### config.mk
export PLATFORM = sky130hd
export DESIGN_NAME = csm_sleep_ctrl
export DESIGN_NICKNAME = d
export VERILOG_FILES = /design/src/inc/csm_pkg.sv /design/src/inc/csm_reg_if.sv /design/src/core/csm_timeout.sv /design/src/core/csm_axil_slave.sv /design/src/core/csm_sleep_ctrl.sv
export VERILOG_INCLUDE_DIRS = /design/src /design/src/inc
export SDC_FILE = /design/constraint.sdc
export NUM_CORES = 1
export LEC_CHECK = 0
export BUFFER_PORTS_ARGS = -buffer_cell sky130_fd_sc_hd__buf_2
export CAP_MARGIN = 10
export CELL_PAD_IN_SITES_DETAIL_PLACEMENT = 1
export CELL_PAD_IN_SITES_GLOBAL_PLACEMENT = 1
export CORE_UTILIZATION = 40
export CTS_CLUSTER_SIZE = 14
export DETAILED_ROUTE_END_ITERATION = 10
export GPL_TIMING_DRIVEN = 0
export MAX_ROUTING_LAYER = met4
export PLACE_DENSITY_LB_ADDON = 0.1
export SLEW_MARGIN = 20
export SYNTH_ARGS = -nofsm -noshare
export SYNTH_HDL_FRONTEND = slang
export SYNTH_HIERARCHICAL = 1
export SYNTH_SLANG_ARGS = --single-unit
### constraint.sdc
create_clock -name clock -period 3.5 [get_ports clock]
set_input_delay 0.7 -clock clock [delete_from_list [all_inputs] [get_ports clock]]
set_output_delay 0.7 -clock clock [all_outputs]
set_load 0.03 [all_outputs]
### src/inc/csm_defines.svh
// Register indices, field positions, reset values and timing counts for CPU sleep control
`ifndef CSM_DEFINES_SVH
`define CSM_DEFINES_SVH

// -----------------------------------------------------------------
// Register indices (byte address is four times the index)
// -----------------------------------------------------------------
`define CSM_IDX_W              10
`define CSM_IDX_POWER_CONTROL  10'h087
`define CSM_IDX_SLEEP_CONTROL  10'h090
`define CSM_IDX_SLEEP_STATUS   10'h091
`define CSM_ADDR_W             12

// -----------------------------------------------------------------
// power_control fields
// -----------------------------------------------------------------
`define CSM_PC_IDLE_BIT        0
`define CSM_PC_STOP_BIT        1
`define CSM_PC_FLAGS_LSB       2
`define CSM_PC_FLAGS_MSB       6
`define CSM_PC_BAUD_BIT        7
`define CSM_PC_RESET           8'h00

// -----------------------------------------------------------------
// sleep_control and sleep_status fields
// -----------------------------------------------------------------
`define CSM_SC_DOG_EN_BIT      0
`define CSM_SC_LOSS_EN_BIT     1
`define CSM_SC_DOG_LOCK_BIT    2
`define CSM_SC_DOG_KICK_BIT    7
`define CSM_SC_RESET           8'h03
`define CSM_SS_CAUSE_LSB       4
`define CSM_CAUSE_RESET        3'h0

// -----------------------------------------------------------------
// Timing
// -----------------------------------------------------------------
`define CSM_CLK_PERIOD_NS      40
`define CSM_LOSS_TIMEOUT_NS    100000
`define CSM_LOSS_CYCLES        (`CSM_LOSS_TIMEOUT_NS / `CSM_CLK_PERIOD_NS)
`define CSM_DOG_CYCLES         4000
`define CSM_TMO_W              12
`define CSM_RESET_HOLD_CYCLES  3'h4
`define CSM_RESET_VECTOR       16'h0000

// -----------------------------------------------------------------
// Bus responses
// -----------------------------------------------------------------
`define CSM_RESP_OKAY          2'b00
`define CSM_RESP_SLVERR        2'b10

`endif

### src/inc/csm_pkg.sv
// Types shared by the CPU sleep control design
package csm_pkg;

   typedef enum logic [3:0] {
      CSM_RUN   = 4'b0001,
      CSM_IDLE  = 4'b0010,
      CSM_STOP  = 4'b0100,
      CSM_RESET = 4'b1000
   } csm_state_t;

endpackage : csm_pkg

### src/inc/csm_reg_if.sv
// Register access carrier between the bus slave and the sleep controller
`timescale 1ns/10ps
`include "csm_defines.svh"

interface csm_reg_if;
   logic                  wrEn;    // One-cycle write strobe
   logic [`CSM_IDX_W-1:0] wrIdx;   // Write register index
   logic [7:0]            wrData;  // Write data, low byte
   logic                  wrLane;  // Byte lane 0 enabled
   logic                  wrHit;   // Write index is mapped
   logic [`CSM_IDX_W-1:0] rdIdx;   // Read register index
   logic [7:0]            rdData;  // Read data
   logic                  rdHit;   // Read index is mapped

   modport bus  (output wrEn, wrIdx, wrData, wrLane, rdIdx, input wrHit, rdData, rdHit);
   modport regs (input wrEn, wrIdx, wrData, wrLane, rdIdx, output wrHit, rdData, rdHit);
endinterface : csm_reg_if

### src/core/csm_timeout.sv
// Restartable timeout counter with one-cycle expiry pulse
`timescale 1ns/10ps

module csm_timeout #(
   parameter int               WIDTH = 12,
   parameter logic [WIDTH-1:0] LIMIT = '1
) (
   input  wire logic clock,    // System clock
   input  wire logic rst,      // Synchronous reset
   input  wire logic run,      // Count while high
   input  wire logic restart,  // Clear count
   output logic      expired   // Pulse on reaching limit
);
   logic [WIDTH-1:0] count;

   always_ff @(posedge clock) begin
      if (rst || restart || !run) begin
         count   <= '0;
         expired <= 1'b0;
      end else if (count == LIMIT - 1'b1) begin
         count   <= '0;
         expired <= 1'b1;
      end else begin
         count   <= count + 1'b1;
         expired <= 1'b0;
      end
   end
endmodule : csm_timeout

### src/core/csm_axil_slave.sv
// AXI4-Lite slave front end for the sleep control registers
`timescale 1ns/10ps
`include "csm_defines.svh"

module csm_axil_slave (
   input  wire logic                  clock,     // System clock
   input  wire logic                  rst,       // Synchronous reset
   input  wire logic [`CSM_ADDR_W-1:0] awaddr,   // Write address
   input  wire logic                  awvalid,   // Write address valid
   output logic                       awready,   // Write address ready
   input  wire logic [31:0]           wdata,     // Write data
   input  wire logic [3:0]            wstrb,     // Write strobes
   input  wire logic                  wvalid,    // Write data valid
   output logic                       wready,    // Write data ready
   output logic [1:0]                 bresp,     // Write response
   output logic                       bvalid,    // Write response valid
   input  wire logic                  bready,    // Write response ready
   input  wire logic [`CSM_ADDR_W-1:0] araddr,   // Read address
   input  wire logic                  arvalid,   // Read address valid
   output logic                       arready,   // Read address ready
   output logic [31:0]                rdata,     // Read data
   output logic [1:0]                 rresp,     // Read response
   output logic                       rvalid,    // Read data valid
   input  wire logic                  rready,    // Read data ready
   csm_reg_if.bus                     regs       // Register access
);
   logic                   awHeld;
   logic                   wHeld;
   logic [`CSM_ADDR_W-1:0] awLatch;
   logic [7:0]             wLatch;
   logic                   laneLatch;
   logic                   doWrite;

   assign awready = !awHeld && !bvalid;
   assign wready  = !wHeld && !bvalid;
   assign arready = !rvalid;
   assign doWrite = awHeld && wHeld && !bvalid;

   // Misaligned addresses are kept out of the map by the awLatch[1:0] check on wrEn
   assign regs.wrEn   = doWrite && (awLatch[1:0] == 2'b00);
   assign regs.wrIdx  = awLatch[`CSM_ADDR_W-1:2];
   assign regs.wrData = wLatch;
   assign regs.wrLane = laneLatch;
   assign regs.rdIdx  = araddr[`CSM_ADDR_W-1:2];

   always_ff @(posedge clock) begin
      if (rst) begin
         awHeld  <= 1'b0;
         awLatch <= '0;
      end else if (awvalid && awready) begin
         awHeld  <= 1'b1;
         awLatch <= awaddr;
      end else if (doWrite) begin
         awHeld  <= 1'b0;
      end
   end

   always_ff @(posedge clock) begin
      if (rst) begin
         wHeld     <= 1'b0;
         wLatch    <= 8'h00;
         laneLatch <= 1'b0;
      end else if (wvalid && wready) begin
         wHeld     <= 1'b1;
         wLatch    <= wdata[7:0];
         laneLatch <= wstrb[0];
      end else if (doWrite) begin
         wHeld     <= 1'b0;
      end
   end

   always_ff @(posedge clock) begin
      if (rst) begin
         bvalid <= 1'b0;
         bresp  <= `CSM_RESP_OKAY;
      end else if (doWrite) begin
         bvalid <= 1'b1;
         bresp  <= (regs.wrHit && awLatch[1:0] == 2'b00) ? `CSM_RESP_OKAY : `CSM_RESP_SLVERR;
      end else if (bready) begin
         bvalid <= 1'b0;
      end
   end

   always_ff @(posedge clock) begin
      if (rst) begin
         rvalid <= 1'b0;
         rdata  <= 32'h0000_0000;
         rresp  <= `CSM_RESP_OKAY;
      end else if (arvalid && arready) begin
         rvalid <= 1'b1;
         if (regs.rdHit && araddr[1:0] == 2'b00) begin
            rdata <= {24'h00_0000, regs.rdData};
            rresp <= `CSM_RESP_OKAY;
         end else begin
            rdata <= 32'h0000_0000;
            rresp <= `CSM_RESP_SLVERR;
         end
      end else if (rready) begin
         rvalid <= 1'b0;
      end
   end
endmodule : csm_axil_slave

### src/core/csm_sleep_ctrl.sv
// CPU idle and stop mode controller with watchdog and missing-clock wake paths
`timescale 1ns/10ps
`include "csm_defines.svh"

//Function
// Idle select halts CPU after instruction; peripherals run
// Idle keeps all register and memory contents
// Enabled interrupt or reset pin ends idle
// Interrupt wake clears idle select, services interrupt
// After return, resume after idle-setting instruction
// Reset ending sleep restarts at address zero
// Software follows idle write with multi-byte instruction
// Enabled watchdog counts in idle, resets
// Software may disable watchdog only if allowed
// Stop select halts CPU, oscillators, clocked peripherals
// Only a reset exits stop mode
// Missing-clock detector reset ends stop mode
// Software powers down analog blocks before stop
// Oscillator off: only reset resumes operation
// Power control at index 87h, resets zero
// Mode bits read zero; upper bits plain flags
module csm_sleep_ctrl
   import csm_pkg::*;
(
   input  wire logic                   clock,            // System clock, 25 MHz
   input  wire logic                   rst,              // Synchronous reset, active high
   input  wire logic [`CSM_ADDR_W-1:0] awaddr,           // AXI write address
   input  wire logic                   awvalid,          // AXI write address valid
   output logic                        awready,          // AXI write address ready
   input  wire logic [31:0]            wdata,            // AXI write data
   input  wire logic [3:0]             wstrb,            // AXI write strobes
   input  wire logic                   wvalid,           // AXI write data valid
   output logic                        wready,           // AXI write data ready
   output logic [1:0]                  bresp,            // AXI write response
   output logic                        bvalid,           // AXI write response valid
   input  wire logic                   bready,           // AXI write response ready
   input  wire logic [`CSM_ADDR_W-1:0] araddr,           // AXI read address
   input  wire logic                   arvalid,          // AXI read address valid
   output logic                        arready,          // AXI read address ready
   output logic [31:0]                 rdata,            // AXI read data
   output logic [1:0]                  rresp,            // AXI read response
   output logic                        rvalid,           // AXI read data valid
   input  wire logic                   rready,           // AXI read data ready
   input  wire logic                   instrDone,        // CPU finished an instruction
   input  wire logic                   irqPending,       // An enabled interrupt is asserted
   input  wire logic                   rstPinN,          // External reset pin, active low
   output logic                        cpuClockEnable,   // CPU may advance
   output logic                        periphClockEnable,// Peripheral clocks run
   output logic                        oscillatorEnable, // Oscillator powered
   output logic                        coreReset,        // Reset to CPU and peripherals
   output logic [15:0]                 resetVector,      // Fetch address after reset
   output logic                        wakeInterrupt,    // Pulse: idle ended by interrupt
   output logic                        serialBaudDouble, // Serial baud doubling flag
   output logic [4:0]                  generalFlags      // Software flags
);

   // -----------------------------------------------------------------
   // Bus slave
   // -----------------------------------------------------------------
   csm_reg_if regBus ();

   csm_axil_slave u_slave (
      .clock   (clock),
      .rst     (rst),
      .awaddr  (awaddr),
      .awvalid (awvalid),
      .awready (awready),
      .wdata   (wdata),
      .wstrb   (wstrb),
      .wvalid  (wvalid),
      .wready  (wready),
      .bresp   (bresp),
      .bvalid  (bvalid),
      .bready  (bready),
      .araddr  (araddr),
      .arvalid (arvalid),
      .arready (arready),
      .rdata   (rdata),
      .rresp   (rresp),
      .rvalid  (rvalid),
      .rready  (rready),
      .regs    (regBus.bus)
   );

   // -----------------------------------------------------------------
   // State and register storage
   // -----------------------------------------------------------------
   csm_state_t state;
   csm_state_t next_state;
   logic       idleSelect;
   logic       stopSelect;
   logic       dogEnable;
   logic       lossEnable;
   logic       dogLock;
   logic [2:0] resetCause;
   logic [2:0] holdCount;
   logic       dogExpired;
   logic       lossExpired;
   logic       pinReset;
   logic       sysReset;
   logic       wrPower;
   logic       wrSleep;
   logic       dogKick;
   logic       idleWake;

   assign pinReset = !rstPinN;
   // Any reset source returns everything to the reset sequence
   assign sysReset = pinReset || dogExpired || lossExpired;
   assign wrPower  = regBus.wrEn && regBus.wrLane
                     && regBus.wrIdx == `CSM_IDX_POWER_CONTROL;
   assign wrSleep  = regBus.wrEn && regBus.wrLane
                     && regBus.wrIdx == `CSM_IDX_SLEEP_CONTROL;
   assign dogKick  = wrSleep && regBus.wrData[`CSM_SC_DOG_KICK_BIT];
   assign idleWake = state == CSM_IDLE && irqPending && !sysReset;

   // -----------------------------------------------------------------
   // Mode state machine
   // -----------------------------------------------------------------
   always_comb begin
      next_state = state;
      case (state)
         CSM_RUN: begin
            // Stop is the deeper mode, so it wins when both are set
            if (sysReset)
               next_state = CSM_RESET;
            else if (instrDone && stopSelect)
               next_state = CSM_STOP;
            else if (instrDone && idleSelect)
               next_state = CSM_IDLE;
         end
         CSM_IDLE: begin
            if (sysReset)
               next_state = CSM_RESET;
            else if (irqPending)
               next_state = CSM_RUN;
         end
         CSM_STOP: begin
            // Interrupts are ignored here; oscillator is off
            if (sysReset)
               next_state = CSM_RESET;
         end
         CSM_RESET: begin
            if (holdCount == 3'h0 && !pinReset)
               next_state = CSM_RUN;
         end
         default: next_state = CSM_RESET;
      endcase
   end

   always_ff @(posedge clock) begin
      if (rst)
         state <= CSM_RESET;
      else
         state <= next_state;
   end

   always_ff @(posedge clock) begin
      if (rst || sysReset)
         holdCount <= `CSM_RESET_HOLD_CYCLES;
      else if (state == CSM_RESET && holdCount != 3'h0)
         holdCount <= holdCount - 3'h1;
   end

   // -----------------------------------------------------------------
   // power_control
   // -----------------------------------------------------------------
   // Hardware clear on wake loses to a software set in the same cycle
   always_ff @(posedge clock) begin
      if (rst || sysReset) begin
         idleSelect <= 1'(`CSM_PC_RESET >> `CSM_PC_IDLE_BIT);
      end else if (wrPower && regBus.wrData[`CSM_PC_IDLE_BIT]) begin
         idleSelect <= 1'b1;
      end else if (idleWake) begin
         idleSelect <= 1'b0;
      end else if (wrPower) begin
         idleSelect <= 1'b0;
      end
   end

   always_ff @(posedge clock) begin
      if (rst || sysReset)
         stopSelect <= 1'(`CSM_PC_RESET >> `CSM_PC_STOP_BIT);
      else if (wrPower)
         stopSelect <= regBus.wrData[`CSM_PC_STOP_BIT];
   end

   always_ff @(posedge clock) begin
      if (rst || sysReset) begin
         serialBaudDouble <= 1'b0;
         generalFlags     <= 5'h00;
      end else if (wrPower) begin
         serialBaudDouble <= regBus.wrData[`CSM_PC_BAUD_BIT];
         generalFlags     <= regBus.wrData[`CSM_PC_FLAGS_MSB:`CSM_PC_FLAGS_LSB];
      end
   end

   // -----------------------------------------------------------------
   // sleep_control and reset cause
   // -----------------------------------------------------------------
   // Lock stops software from switching the watchdog off until reset
   always_ff @(posedge clock) begin
      if (rst || sysReset) begin
         dogEnable  <= 1'(`CSM_SC_RESET >> `CSM_SC_DOG_EN_BIT);
         lossEnable <= 1'(`CSM_SC_RESET >> `CSM_SC_LOSS_EN_BIT);
         dogLock    <= 1'(`CSM_SC_RESET >> `CSM_SC_DOG_LOCK_BIT);
      end else if (wrSleep) begin
         dogEnable  <= regBus.wrData[`CSM_SC_DOG_EN_BIT] || dogLock;
         lossEnable <= regBus.wrData[`CSM_SC_LOSS_EN_BIT];
         dogLock    <= regBus.wrData[`CSM_SC_DOG_LOCK_BIT] || dogLock;
      end
   end

   always_ff @(posedge clock) begin
      if (rst)
         resetCause <= `CSM_CAUSE_RESET;
      else if (sysReset)
         resetCause <= {lossExpired, dogExpired, pinReset};
   end

   // -----------------------------------------------------------------
   // Watchdog and missing-clock detector
   // -----------------------------------------------------------------
   // Watchdog is a timer: it keeps running in idle but is held at zero in stop
   csm_timeout #(
      .WIDTH (`CSM_TMO_W),
      .LIMIT (`CSM_TMO_W'(`CSM_DOG_CYCLES))
   ) u_dog (
      .clock   (clock),
      .rst     (rst),
      .run     (dogEnable && (state == CSM_RUN || state == CSM_IDLE)),
      .restart (dogKick || sysReset),
      .expired (dogExpired)
   );

   // System clock is absent in stop; detector times out on that
   csm_timeout #(
      .WIDTH (`CSM_TMO_W),
      .LIMIT (`CSM_TMO_W'(`CSM_LOSS_CYCLES))
   ) u_loss (
      .clock   (clock),
      .rst     (rst),
      .run     (lossEnable && state == CSM_STOP),
      .restart (sysReset),
      .expired (lossExpired)
   );

   // -----------------------------------------------------------------
   // Register write hits and reads
   // -----------------------------------------------------------------
   assign regBus.wrHit = regBus.wrIdx == `CSM_IDX_POWER_CONTROL
                         || regBus.wrIdx == `CSM_IDX_SLEEP_CONTROL
                         || regBus.wrIdx == `CSM_IDX_SLEEP_STATUS;

   always_comb begin
      regBus.rdHit  = 1'b1;
      regBus.rdData = 8'h00;
      case (regBus.rdIdx)
         `CSM_IDX_POWER_CONTROL:
            regBus.rdData = {serialBaudDouble, generalFlags, 2'b00};
         `CSM_IDX_SLEEP_CONTROL:
            regBus.rdData = {5'h00, dogLock, lossEnable, dogEnable};
         `CSM_IDX_SLEEP_STATUS:
            regBus.rdData = {1'b0, resetCause, state};
         default:
            regBus.rdHit = 1'b0;
      endcase
   end

   // -----------------------------------------------------------------
   // Outputs
   // -----------------------------------------------------------------
   // CPU clock gating freezes its state without touching storage
   always_ff @(posedge clock) begin
      if (rst) begin
         cpuClockEnable    <= 1'b0;
         periphClockEnable <= 1'b0;
         oscillatorEnable  <= 1'b1;
         coreReset         <= 1'b1;
      end else begin
         cpuClockEnable    <= next_state == CSM_RUN;
         periphClockEnable <= next_state == CSM_RUN
                              || next_state == CSM_IDLE;
         oscillatorEnable  <= next_state != CSM_STOP;
         coreReset         <= next_state == CSM_RESET;
      end
   end

   always_ff @(posedge clock) begin
      if (rst)
         wakeInterrupt <= 1'b0;
      else
         wakeInterrupt <= idleWake;
   end

   always_ff @(posedge clock) begin
      if (rst)
         resetVector <= `CSM_RESET_VECTOR;
      else if (state == CSM_RESET)
         resetVector <= `CSM_RESET_VECTOR;
   end

endmodule : csm_sleep_ctrl

### Word level (Yosys, flattened, before mapping)

Index checks and enable logic that the tools add are counted.
Widths: inputs -> output; s select.

| storage, ports and cells | value |
|---|---|
| output and inout bits | 68 |
| bits in registers | 113 |
| input port bits | 70 |

| operators by class | value |
|---|---|
| eq/ne operators | 16 |
| reductions and logical operators | 56 |
| multiplexer cells | 25 |
| add/subtract/negate cells | 3 |

Operators by type and width:

| operator | count |
|---|---|
| $eq 10x8->1 const B | 6 |
| $mux 4 | 7 |
| $add 12x1->12 const B | 2 |
| $eq 12x12->1 const B | 2 |
| $pmux 8 s3 | 1 |
| $logic_and 1x1->1 | 23 |
| $pmux 4 s4 | 1 |
| $logic_or 1x1->1 | 13 |
| $mux 1 | 13 |
| $eq 4x1->1 const B | 2 |
| $eq 4x2->1 const B | 2 |
| $eq 4x4->1 const B | 2 |
| $logic_not 1->1 | 8 |
| $mux 8 | 1 |
| $reduce_bool 2->1 | 4 |
| $reduce_bool 3->1 | 2 |
| $eq 4x3->1 const B | 1 |
| $logic_not 2->1 | 2 |
| $mux 2 | 2 |
| $ne 4x3->1 const B | 1 |
| $reduce_or 2->1 | 2 |
| $logic_not 3->1 | 1 |
| $reduce_or 3->1 | 1 |
| $sub 3x1->3 const B | 1 |

### Longest topological paths before layout

Gate-level depths: netlist (run 1).

| logic depth | value |
|---|---|
| depth after elaboration | 10 |
| depth in mapped cells | 10 |
| depth with buffers taken out | 8 |

### Hierarchy

Netlist (run 1), hierarchy kept.

By module, submodules not included:

| module | area an instance (µm²) | times used | sequential area each (µm²) | cells each |
|---|---|---|---|---|
| csm_axil_slave | 1657.8 | 1 | 700.7 | 193 |
| csm_sleep_ctrl | 1478.9 | 1 | 520.5 | 163 |
| csm_timeout (u_dog) | 579.3 | 1 | 260.2 | 64 |
| csm_timeout (u_loss) | 575.6 | 1 | 260.2 | 60 |

### Least setup slack after synthesis (run 1)

OpenSTA, ideal clock, no wires.

| path | value |
|---|---|
| kind | in2reg |
| start | in araddr[8] |
| end | reg u_slave.rdata[0] |
| cell stages on the path | 8 |
| data arrival time | 2235 ps |
| slack | 1195 ps |
| required time | 3430 ps |
| cells stage by stage | buf_4 > nor4b_1 > and4_1 > clkbuf_1 > nand2b_1 > nor3b_1 > o21bai_2 > a21oi_1 |

| between the ends | value |
|---|---|
| word-level cells in the longest chain between the ends | 5 |
| elaborated cells between the ends (all ways) | 8 |
| classes of those cells | 3 x eq/ne; 3 x mux; 2 x reduce/logical |

Ends and longest elaborated chain:

| what | line | source |
|---|---|---|
| from (decl) | csm_sleep_ctrl.sv:37 | `` input wire logic [`CSM_ADDR_W-1:0] araddr, `` |
| $eq 10x8->1 | csm_sleep_ctrl.sv:257 | `case (regBus.rdIdx)` |
| $reduce_or 3->1 (no line) (*) | n/a |  |
| $mux 1 (*) | csm_sleep_ctrl.sv:257 |  |
| named net regBus.rdHit | csm_reg_if.sv:13 | `logic rdHit;` |
| $logic_and 1x1->1 (*) | csm_axil_slave.sv:91 | `if (regs.rdHit && araddr[1:0] == 2'b00) begin` |
| $mux 8 (*) | csm_axil_slave.sv:91 |  |
| to (signal assigned) | csm_axil_slave.sv:92 | `rdata <= {24'h00_0000, regs.rdData};` |
| to (decl) | csm_axil_slave.sv:21 | `output logic [31:0] rdata,` |

The timed path passes the listed nets; every way through them passes the cells marked *.
A chain may end at the register's enable or synchronous reset.

### Worst setup path in the final report (run 1)

| path | value |
|---|---|
| start | reg u_slave.bvalid |
| end | reg u_dog.count[8] |

| between the ends | value |
|---|---|
| word-level cells in the longest chain between the ends | 10 |

Ends and longest elaborated chain:

| what | line | source |
|---|---|---|
| from (decl) | csm_axil_slave.sv:16 | `output logic bvalid,` |
| from (signal assigned) | csm_axil_slave.sv:74 | `bvalid <= 1'b0;` |
| from (signal assigned) | csm_axil_slave.sv:77 | `bvalid <= 1'b1;` |
| from (signal assigned) | csm_axil_slave.sv:80 | `bvalid <= 1'b0;` |
| $logic_not 1->1 | csm_axil_slave.sv:37 | `assign doWrite = awHeld && wHeld && !bvalid;` |
| $logic_and 1x1->1 | csm_axil_slave.sv:37 |  |
| $logic_and 1x1->1 | csm_axil_slave.sv:40 | `assign regs.wrEn = doWrite && (awLatch[1:0] == 2'b00);` |
| named net regBus.wrEn | csm_reg_if.sv:6 | `logic wrEn;` |
| $logic_and 1x1->1 | csm_sleep_ctrl.sv:111 | `assign wrSleep = regBus.wrEn && regBus.wrLane` |
| $logic_and 1x1->1 (no line) | n/a |  |
| $logic_and 1x1->1 | csm_sleep_ctrl.sv:113 | `` assign dogKick = wrSleep && regBus.wrData[`CSM_SC_DOG_KICK_BIT]; `` |
| $logic_or 1x1->1 | csm_sleep_ctrl.sv:231 | `.restart (dogKick \|\| sysReset),` |
| $logic_or 1x1->1 (2 in series) | csm_timeout.sv:17 | `if (rst \|\| restart \|\| !run) begin` |
| $reduce_or 2->1 (no line) | n/a |  |
| to (signal assigned) | csm_timeout.sv:24 | `count <= count + 1'b1;` |
| to (decl) | csm_timeout.sv:14 | `logic [WIDTH-1:0] count;` |

The timed path passes the listed nets, and every way through them passes these cells.

==> impl_metrics.tcl, run 1 <==
set metrics [dict create \
    outcome "finished, final reports clean" \
    gp_congestion 0.7761 \
    hold_path_class "reg -> reg" \
    pwr-share-seq 0.516 \
    cts.repair.resized 0 \
    grt_use_total 0.1813 \
    die_area_mm2 0.01115 \
    start_kind "flip-flop" \
    endpoint_kind "flip-flop" \
    h-tree-depth 3 \
    synth_edf_count 0 \
    async_flop_share 0 \
    avgSynthCellArea_um2 8.941 \
    cts_tree "done" \
    timing.rr.end "u_dog/count[8]$_SDFF_PP0_" \
    port_buffers 58 \
    dr.pass1.iters 4 \
    grt_pass1_wl_um 15810 \
    clock_sinks 87 \
    rsz0062_at_grt "no" \
    synth_ff_type "dfxtp_1" \
    holdWs_ps 462.1 \
    r2r_slack_ps 1190 \
    fin_area_mm2 0.005091 \
    min-delay-start "u_slave/regs.wrData[4]$_SDFFE_PP0P_" \
    power.switching_uw 548.3 \
    p_leak_nw 2.171 \
    die_y_um 105.6 \
    whs_path_depth 2 \
    clkPwrFrac 0.338 \
    netlist_area_mm2 0.004292 \
    max_slew_margin 0.3644 \
    critPathMaxFanout 10 \
    reg2reg_depth 10 \
    cts_buffer_depth 2 \
    netlist_instances 480 \
    grt_overflow_total 0 \
    vdd_drop_max_uv 210.7 \
    clock_latency_ps 350 \
    grt_max_degree 15 \
    drt-initial-drc-count 66 \
    grt_pass1_vias 3448 \
    setup_viol 0 \
    fin_skew_ps 12.82 \
    layout-drive-gt1-share 0.2727 \
    cts_buffers 9 \
    post_cts_buffers 0 \
    dp.cells 714 \
    num_antenna_cells 0 \
    finalCriticalPeriod_ps 2313 \
    p_comb_frac 0.147 \
    drv_cap 0 \
    critical_path_required_ps 3740 \
    rows 37 \
    clockRootBuffer "clkbuf_8" \
    fp.coreArea_mm2 0.01037 \
    rr_startpoint "u_slave/bvalid$_SDFFE_PP0P_" \
    ios 138 \
    mostFrequentLayoutCells "dfxtp_1, buf_4, buf_2" \
    initial_core_util 0.4139 \
    p_sw_frac 0.2718 \
    synth_warnings 6 \
    finalCritPeriodShare 0.6608 \
    drt-total-wl_um 9327 \
    tightest_slew_ps 940.2 \
    power_density_mw_per_mm2 396.2 \
    routed_via_density 4.768 \
    finalNonFillerCells 730 \
    yosysSeqAreaShare 0.4058 \
    vias 3481 \
    cp.arrival_ps 2550 \
    final_common_cell "dfxtp_1" \
    slew_viol_final 0 \
    antenna_left 0 \
    fp.dieW_um 105.6 \
    avgRoutedWirePerCell_um 12.78 \
    synth_seq_cells 87 \
    fin_nets 663 \
    syn2layout_area_growth_pct 18.63 \
    clk_pin_slew_worst_paths_ps 90 \
    cts_hold_buf 0 \
    drcViolationCount 0 \
    max_freq_ghz 0.4324 \
    crit_type "reg -> reg" \
    synth_cell_types 67 \
    hold_end "u_slave/regs.wrData[4]$_SDFFE_PP0P_" \
    postPlaceCellArea_mm2 0.004902 \
    fin_setup_tns_ps 0 \
    dpl.hpwl_um 7349 \
    antenna_found_initial 0 \
    p_int_mw 1.469 \
    hold_viol_final 0 \
]
[cell type report]
type,instances,area (µm²)
fillers,1284,5279
plain buffers,76,550.5
repair buffers,58,290.3
well taps,136,170.2
clock buffers,10,127.6
multi-input cells,345,2105
flip-flops and latches,87,1742
clock inverters,6,61.31
inverters,12,45.04
[per-stage QoR]
stage,worst slack [ps],utilization,power [mW]
after floorplan,1195,-,1.297
after global placement,895.4,0.4727,1.352
after detailed placement,820.6,0.4727,1.361
after CTS,1151,0.4910,2.041
after global routing,943.7,0.4910,2.123
final,1187,0.4910,2.017
[worst max path at each step]
stage,to,startpoint,cells past startpoint
2_1_floorplan,u_slave/rdata[0]$_SDFFE_PP0P_,araddr[8],8
3_3_place_gp,u_slave/rdata[6]$_SDFFE_PP0P_,araddr[8],8
3_5_place_dp,u_slave/rdata[4]$_SDFFE_PP0P_,araddr[8],8
4_1_cts,u_dog/count[3]$_SDFF_PP0_,u_slave/bvalid$_SDFFE_PP0P_,10
5_1_grt,u_dog/count[5]$_SDFF_PP0_,u_slave/bvalid$_SDFFE_PP0P_,10
6_report,u_dog/count[8]$_SDFF_PP0_,u_slave/bvalid$_SDFFE_PP0P_,10
[sequential cells by signal, summed over array words and instances (netlist names), 3 cells and up]
| register | flops |
|---|---|
| generalFlags | 5 |
| u_slave/awLatch | 12 |
| u_slave/regs.wrData | 8 |
| u_dog/count | 12 |
| resetCause | 3 |
| u_slave/rdata | 8 |
| u_loss/count | 12 |
| state | 4 |
| holdCount | 3 |
[kinds of logic (layout without fill, tap and decap cells)]
kind of cell | Yosys count | in the layout | synth area share
buffers and inverters | 88 | 162 | 0.1388
AOI/OAI and AO/OA | 70 | 70 | 0.1029
xor gates and xnor gates | 13 | 13 | 0.02653
DFF | 87 | 87 | 0.4058
muxes | 25 | 25 | 0.05947
adders and majority gates | 4 | 4 | 0.01166
other | 2 | 42 | 0.001750
and+or+nand+nor | 191 | 191 | 0.2531
[metal layers]
metal	track usage	vias up	part of all wire
met5	-	-	0
met4	0.04167	0	0.0078
met3	0.04143	7	0.040
met2	0.3219	70	0.51
met1	0.2074	1639	0.44
li1	-	1765	-
[Yosys cell counts (all sizes together) (5+ instances only)]
master | n | share of area
a21oi | 33 | 0.038
a22o | 5 | 0.010
and3 | 6 | 0.0090
buf | 69 | 0.12
clkbuf | 7 | 0.0061
dfxtp | 87 | 0.41
inv | 12 | 0.010
mux2i | 24 | 0.056
nand2 | 59 | 0.052
nand3 | 15 | 0.020
nand4 | 5 | 0.011
nor2 | 49 | 0.043
nor3b | 7 | 0.018
nor4b | 8 | 0.021
o21ai | 9 | 0.010
o31ai | 5 | 0.0099
or3 | 5 | 0.0076
xnor2 | 5 | 0.010
xor2 | 8 | 0.016
[power by group through the flow]
stage	combinational [mW]	clock, mW	sequential, mW
2_1_floorplan	0.229	0	1.07
3_3_place_gp	0.290	0	1.06
3_5_place_dp	0.297	0	1.06
4_1_cts	0.298	0.702	1.04
5_1_grt	0.323	0.756	1.04
6_report	0.296	0.681	1.04
[worst max-delay path, cell delays in order, from the launching register on]
cell and delay (ps):
dfxtp_1 330, buf_6 130, nand3b_1 240, nor3_1 200, nand4bb_1 250, nor4_4 440
a21o_1 200, nor3b_1 60, o31ai_2 70, buf_4 220, a21oi_1 50
(Power assumes the default switching activity.)
==> run 2: changes to the inputs <==
- CORE_UTILIZATION: 40 -> 34
- clock period: 3.5 -> 2.08 ns (I/O delays scaled with it)
==> run 2 against run 1 <==
Compared with the run above: hold slack worse by 140 ps; cell area up 7.3%; cell count up 5.6%; clock skew shrank 8.4 ps; total power grew 100%; clock power increased to 2.7 times the previous value; sequential power up 69%; setup slack worse by 1100 ps; sequential share of layout area is 2.2 points lower; maximum frequency is 16% higher; critical path type unchanged; highest routed layer unchanged.
==> impl_metrics.tcl, run 2 (synthesized netlist as in run 1, its figures left out) <==
set metrics [dict create \
    outcome "finished, final reports clean" \
    p_int_mw 3.118 \
    hold_end "u_slave/awLatch[0]$_SDFFE_PP0P_" \
    max_slew_margin 0.5342 \
    cts_hold_buf 0 \
    grt_pass1_wl_um 16240 \
    gp_congestion 0.7467 \
    use_met3 0.03335 \
    grt_overflow_total 0 \
    finalNonFillerCells 771 \
    dp.cells 746 \
    r2r_slack_ps 80 \
    avgRoutedWirePerCell_um 12.61 \
    antenna_left 0 \
    drcViolationCount 0 \
    p_comb_frac 0.124 \
    finalCritPeriodShare 0.9606 \
    port_buffers 58 \
    clkPwrFrac 0.444 \
    vias 3541 \
    ios 138 \
    die_y_um 114.4 \
    dp_slack_ps -412.4 \
    timing.rr.end "u_dog/count[9]$_SDFF_PP0_" \
    total_power_mw 4.071 \
    clock_sinks 87 \
    fp.dieW_um 114.4 \
    layout-drive-gt1-share 0.3007 \
    postPlaceCellArea_mm2 0.004946 \
    drt-total-wl_um 9719 \
    cp.arrival_ps 2210 \
    drv_cap 0 \
    fillCellCount 1472 \
    slew_viol_final 0 \
    cts_buffer_depth 2 \
    fin_nets 673 \
    start_kind "flip-flop" \
    clock_latency_ps 330 \
    dr.pass1.iters 4 \
    grt_util_met2 0.2954 \
    whs_path_depth 3 \
    critical_path_required_ps 2290 \
    grt_use_total 0.1611 \
    fin_util 0.4494 \
    grtUsageMet1 0.1725 \
    setup_ws_ps 81.98 \
    tightest_slew_ps 689.0 \
    power_density_mw_per_mm2 744.9 \
    mostFrequentLayoutCells "dfxtp_1, buf_4, buf_2" \
    final_common_cell "dfxtp_1" \
    drt-initial-drc-count 58 \
    max_freq_ghz 0.5005 \
    power.switching_uw 952.4 \
    hold_path_class "in -> reg" \
    top_usage_layer "met2" \
    cts_tree "done" \
    vdd_drop_max_uv 405.2 \
    syn2layout_area_growth_pct 27.35 \
    fin_area_mm2 0.005465 \
    h-tree-depth 3 \
    cts_buffers 9 \
    grt_max_degree 14 \
    crit_type "reg -> reg" \
    fp.coreArea_mm2 0.01216 \
    hold_viol_final 0 \
    finalCriticalPeriod_ps 1998 \
    p_leak_nw 2.308 \
    reg2reg_depth 8 \
    clockRootBuffer "clkbuf_16" \
    routed_via_density 4.593 \
    largestRegisters "u_dog/count (12), u_loss/count (12), u_slave/awLatch (12)" \
    fin_skew_ps 4.403 \
    endpoint_kind "flip-flop" \
    rows 40 \
    rr_startpoint "u_slave/awLatch[8]$_SDFFE_PP0P_" \
    dpl.hpwl_um 7385 \
    antenna_found_initial 1 \
    critPathMaxFanout 5 \
    initial_core_util 0.3529 \
    setup_viol 0 \
    rsz0062_at_grt "no" \
    p_sw_frac 0.2339 \
    grt_pass1_vias 3555 \
    pwr-share-seq 0.432 \
    clk_pin_slew_worst_paths_ps 60 \
    min-delay-start "awaddr[0]" \
    die_area_mm2 0.01308 \
]
[run 2: area by class of cell]
class	count	area [µm²]	share of cell area
Multi-Input combinational cell	345	2180	0.3988
Sequential cell	87	1749	0.3201
Buffer	75	543.0	0.09936
Timing Repair Buffer	69	401.6	0.07349
Clock buffer	10	239.0	0.04373
Tap cell	168	210.2	0.03846
Clock inverter	4	95.09	0.01740
Inverter	12	45.04	0.008242
Antenna cell	1	2.502	0.0004579
[run 2: power groups by stage]
stage,clock network (mW),logic [mW],registers [mW]
after CTS,1.87,0.501,1.76
after global routing,1.93,0.552,1.76
final,1.81,0.505,1.76
after detailed placement,0,0.498,1.79
after global placement,0,0.490,1.79
after floorplan,0,0.385,1.80
[run 2: how the worst max path moves through the flow]
stage / end / from / cells after the start / slack, ps
detailed placement: u_slave/rdata[1]$_SDFFE_PP0P_ / araddr[8] / 8 / -410
floorplan: u_dog/count[11]$_SDFF_PP0_ / u_slave/bvalid$_SDFFE_PP0P_ / 10 / -40
global route: u_dog/count[8]$_SDFF_PP0_ / u_slave/awLatch[8]$_SDFFE_PP0P_ / 8 / 4
global placement: u_slave/rdata[7]$_SDFFE_PP0P_ / araddr[8] / 8 / -340
finish: u_dog/count[9]$_SDFF_PP0_ / u_slave/awLatch[8]$_SDFFE_PP0P_ / 8 / 80
CTS: u_dog/count[4]$_SDFF_PP0_ / u_slave/bvalid$_SDFFE_PP0P_ / 9 / 10
[run 2: critical path, cell delays in order, from the launching register on]
cell and delay [ps]:
dfxtp_2 320, buf_4 120, or4b_4 550, nor4_4 330, a21o_1 190, nor3b_2 70
o31ai_4 80, buf_6 170, a21oi_1 40
[run 2: stage by stage]
| stage | hold slack, ps | TNS [ps] |
|---|---|---|
| 6_report | 319.3 | 0 |
| 5_1_grt | 327.5 | 0 |
| 4_1_cts | 313.8 | 0 |
| 3_5_place_dp | 446.5 | -7518 |
| 3_3_place_gp | 444.1 | -6811 |
| 2_1_floorplan | 436.0 | -318.9 |
[run 2: what timing repair did]
action,4_1_cts,5_1_grt
gates cloned,1,0
gates resized for setup,7,11
pin swaps,5,4
endpoints found under the setup margin,27,21
setup buffers,7,3
[run 2: layer usage]
metal | vias up | routed length (µm) | share of wire
met3 | 9 | 363 | 0.037
met5 | - | 0 | 0
met4 | 0 | 132 | 0.014
met2 | 74 | 5112 | 0.53
met1 | 1672 | 4110 | 0.42
li1 | 1786 | - | -
==> run 3: changes to the inputs <==
- CORE_UTILIZATION: 34 -> 37
- clock period: 2.08 -> 2.2 ns (I/O delays scaled with it)
==> run 3 against run 2 <==
Compared with the run above: global-route usage rose by 1.0 points; highest routed layer unchanged; cell area is 3.6% lower; setup slack better by 65 ps; sequential power fell by 6%; die area down 8.0%; hold slack better by 14 ps; critical path depth increased by 3; clock-buffer cell count down 1; sequential share of layout area up 1.1 points.
==> impl_metrics.tcl, run 3 (synthesized netlist as in run 1, its figures left out) <==
set metrics [dict create \
    outcome "finished, final reports clean" \
    cp_slowest_stage_delay_ps 320 \
    fin_setup_tns_ps 0 \
    hold_viol_final 0 \
    fin_skew_ps 7.885 \
    die_area_mm2 0.01203 \
    fin_util 0.4754 \
    largestRegisters "u_dog/count (12), u_loss/count (12), u_slave/awLatch (12)" \
    port_buffers 58 \
    dpl.hpwl_um 7398 \
    grt_overflow_total 0 \
    vias 3507 \
    cts_hold_buf 0 \
    crit_path_cell_trace "buf_6 -> nand3b_1 -> nor3_2 -> nand4bb_1 -> buf_4 -> nor4_4 -> a21o_1 -> nor3b_1 -> o31ai_2 -> buf_4 -> a21oi_1" \
    grt_pass1_vias 3432 \
    setup_viol 0 \
    pwr-share-seq 0.452 \
    tightest_slew_ps 790.9 \
    ios 138 \
    start_kind "flip-flop" \
    h-tree-depth 3 \
    drt-initial-drc-count 86 \
    antenna_found_initial 0 \
    clkPwrFrac 0.418 \
    finalCriticalPeriod_ps 2054 \
    rows 38 \
    die_y_um 109.7 \
    wl_met1_um 4187 \
    dr.pass1.iters 4 \
    fin_nets 668 \
    routed-wl-met2_um 4805 \
    slew_viol_final 0 \
    cts_tree "done" \
    finalCritPeriodShare 0.9334 \
    cts_buffers 9 \
    critical-path-top-delay-family "simple AND/OR/NAND/NOR gates" \
    path_common_cell "buf_4" \
    dr.max_layer_used "met4" \
    clock_sinks 87 \
    num_antenna_cells 0 \
    clockRootBuffer "clkbuf_16" \
    p_sw_frac 0.2637 \
    p_int_mw 2.701 \
    drcViolationCount 0 \
    drt-total-wl_um 9580 \
    cp.arrival_ps 2270 \
    antenna_left 0 \
    initial_core_util 0.3874 \
    met3WireLength_um 447 \
    total_power_mw 3.668 \
    gp_congestion 0.8153 \
    worstPathBufferInverterCount 3 \
    hold_path_class "in -> reg" \
    grt_use_total 0.1714 \
    routed_via_density 4.746 \
    syn2layout_area_growth_pct 22.71 \
    cts_buffer_depth 2 \
    rsz0062_at_grt "yes" \
    power.switching_uw 967.3 \
    power_density_mw_per_mm2 696.6 \
    cp_slowest_cell "dfxtp_1" \
    grt_max_degree 16 \
    max_slew_margin 0.4653 \
    crit_type "reg -> reg" \
    critical_path_required_ps 2420 \
    fp.coreArea_mm2 0.01108 \
    max_freq_ghz 0.4870 \
    p_leak_nw 2.244 \
    avgRoutedWirePerCell_um 12.96 \
    clock_latency_ps 340 \
    critPathMaxFanout 9 \
    mostFrequentLayoutCells "dfxtp_1, buf_4, buf_2" \
    clk_pin_slew_worst_paths_ps 60 \
    endpoint_kind "flip-flop" \
    drv_cap 0 \
    grt_pass1_wl_um 15470 \
    final_common_cell "dfxtp_1" \
    p_comb_frac 0.130 \
    vdd_drop_max_uv 336.4 \
    layout-drive-gt1-share 0.2871 \
    fp.dieW_um 109.7 \
]
## run 3: changes by cell type in the layout (fill, tap and decap cells not counted), moves of 2 or more
| cell | delta |
|---|---|
| buf_12 | -2 |
| bufinv_16 | -2 |
| buf_4 | -2 |
| dfxtp_1 | +4 |
| nor4b_4 | -3 |
| nor3b_1 | +2 |
| dfxtp_2 | -3 |
| clkinvlp_4 | +2 |
| nor4b_2 | +3 |
## run 3: area by class of cell
| class | instances | area (µm²) |
|---|---|---|
| Fill cell | 1367 | 5812 |
| Clock buffer | 9 | 225.2 |
| Multi-Input combinational cell | 345 | 2128 |
| Inverter | 12 | 45.04 |
| Sequential cell | 87 | 1742 |
| Buffer | 76 | 550.5 |
| Clock inverter | 7 | 72.57 |
| Tap cell | 140 | 175.2 |
| Timing Repair Buffer | 63 | 327.8 |
## run 3: per-stage QoR
| stage | area, µm² | setup WS, ps | hold slack (ps) | instances |
|---|---|---|---|---|
| floorplan | 4442 | 63.65 | 436.0 | 520 |
| global placement | 4907 | -202.7 | 442.3 | 718 |
| detailed placement | 4907 | -265.5 | 448.2 | 718 |
| CTS | 5233 | 0.08726 | 326.5 | 737 |
| global route | 5266 | -13.32 | 339.8 | 739 |
| finish | 5266 | 146.5 | 333.8 | 739 |
## run 3: tightest hold or removal path: cells and delay by family
kind                   cells  cell delay [ps]
buffers and inverters      1               70
AND/OR/NAND/NOR            1               70
multiplexers               1               50
## run 3: final timing paths
path | startpoint | endpoint | slack, ps | cells past startpoint
hold / removal | awaddr[7] | u_slave/awLatch[7]$_SDFFE_PP0P_ | 330 | 3
setup reg to reg | u_slave/bvalid$_SDFFE_PP0P_ | u_dog/count[8]$_SDFF_PP0_ | 150 | 11
setup / recovery | u_slave/bvalid$_SDFFE_PP0P_ | u_dog/count[8]$_SDFF_PP0_ | 150 | 11
hold reg to reg | u_slave/rdata[3]$_SDFFE_PP0P_ | u_slave/rdata[3]$_SDFFE_PP0P_ | 450 | 2
## run 3: per-layer routing
metal | vias up | track usage
met5 | - | -
met4 | 0 | 0.06571
met3 | 9 | 0.03438
met2 | 80 | 0.3064
met1 | 1636 | 0.1866
li1 | 1782 | -
## run 3: power groups by stage
stage / logic (mW) / clock network, mW / registers (mW)
2_1_floorplan: 0.364 / 0 / 1.70
3_3_place_gp: 0.461 / 0 / 1.69
3_5_place_dp: 0.473 / 0 / 1.69
4_1_cts: 0.475 / 1.57 / 1.66
5_1_grt: 0.520 / 1.63 / 1.66
6_report: 0.477 / 1.53 / 1.66
## run 3: timing repair
action / CTS / global route
resized for setup: 3 / 3
pin swaps: 2 / 2
cloned: 1 / 0
buffers inserted: 2 / 2
endpoints found under the setup margin: 11 / 20
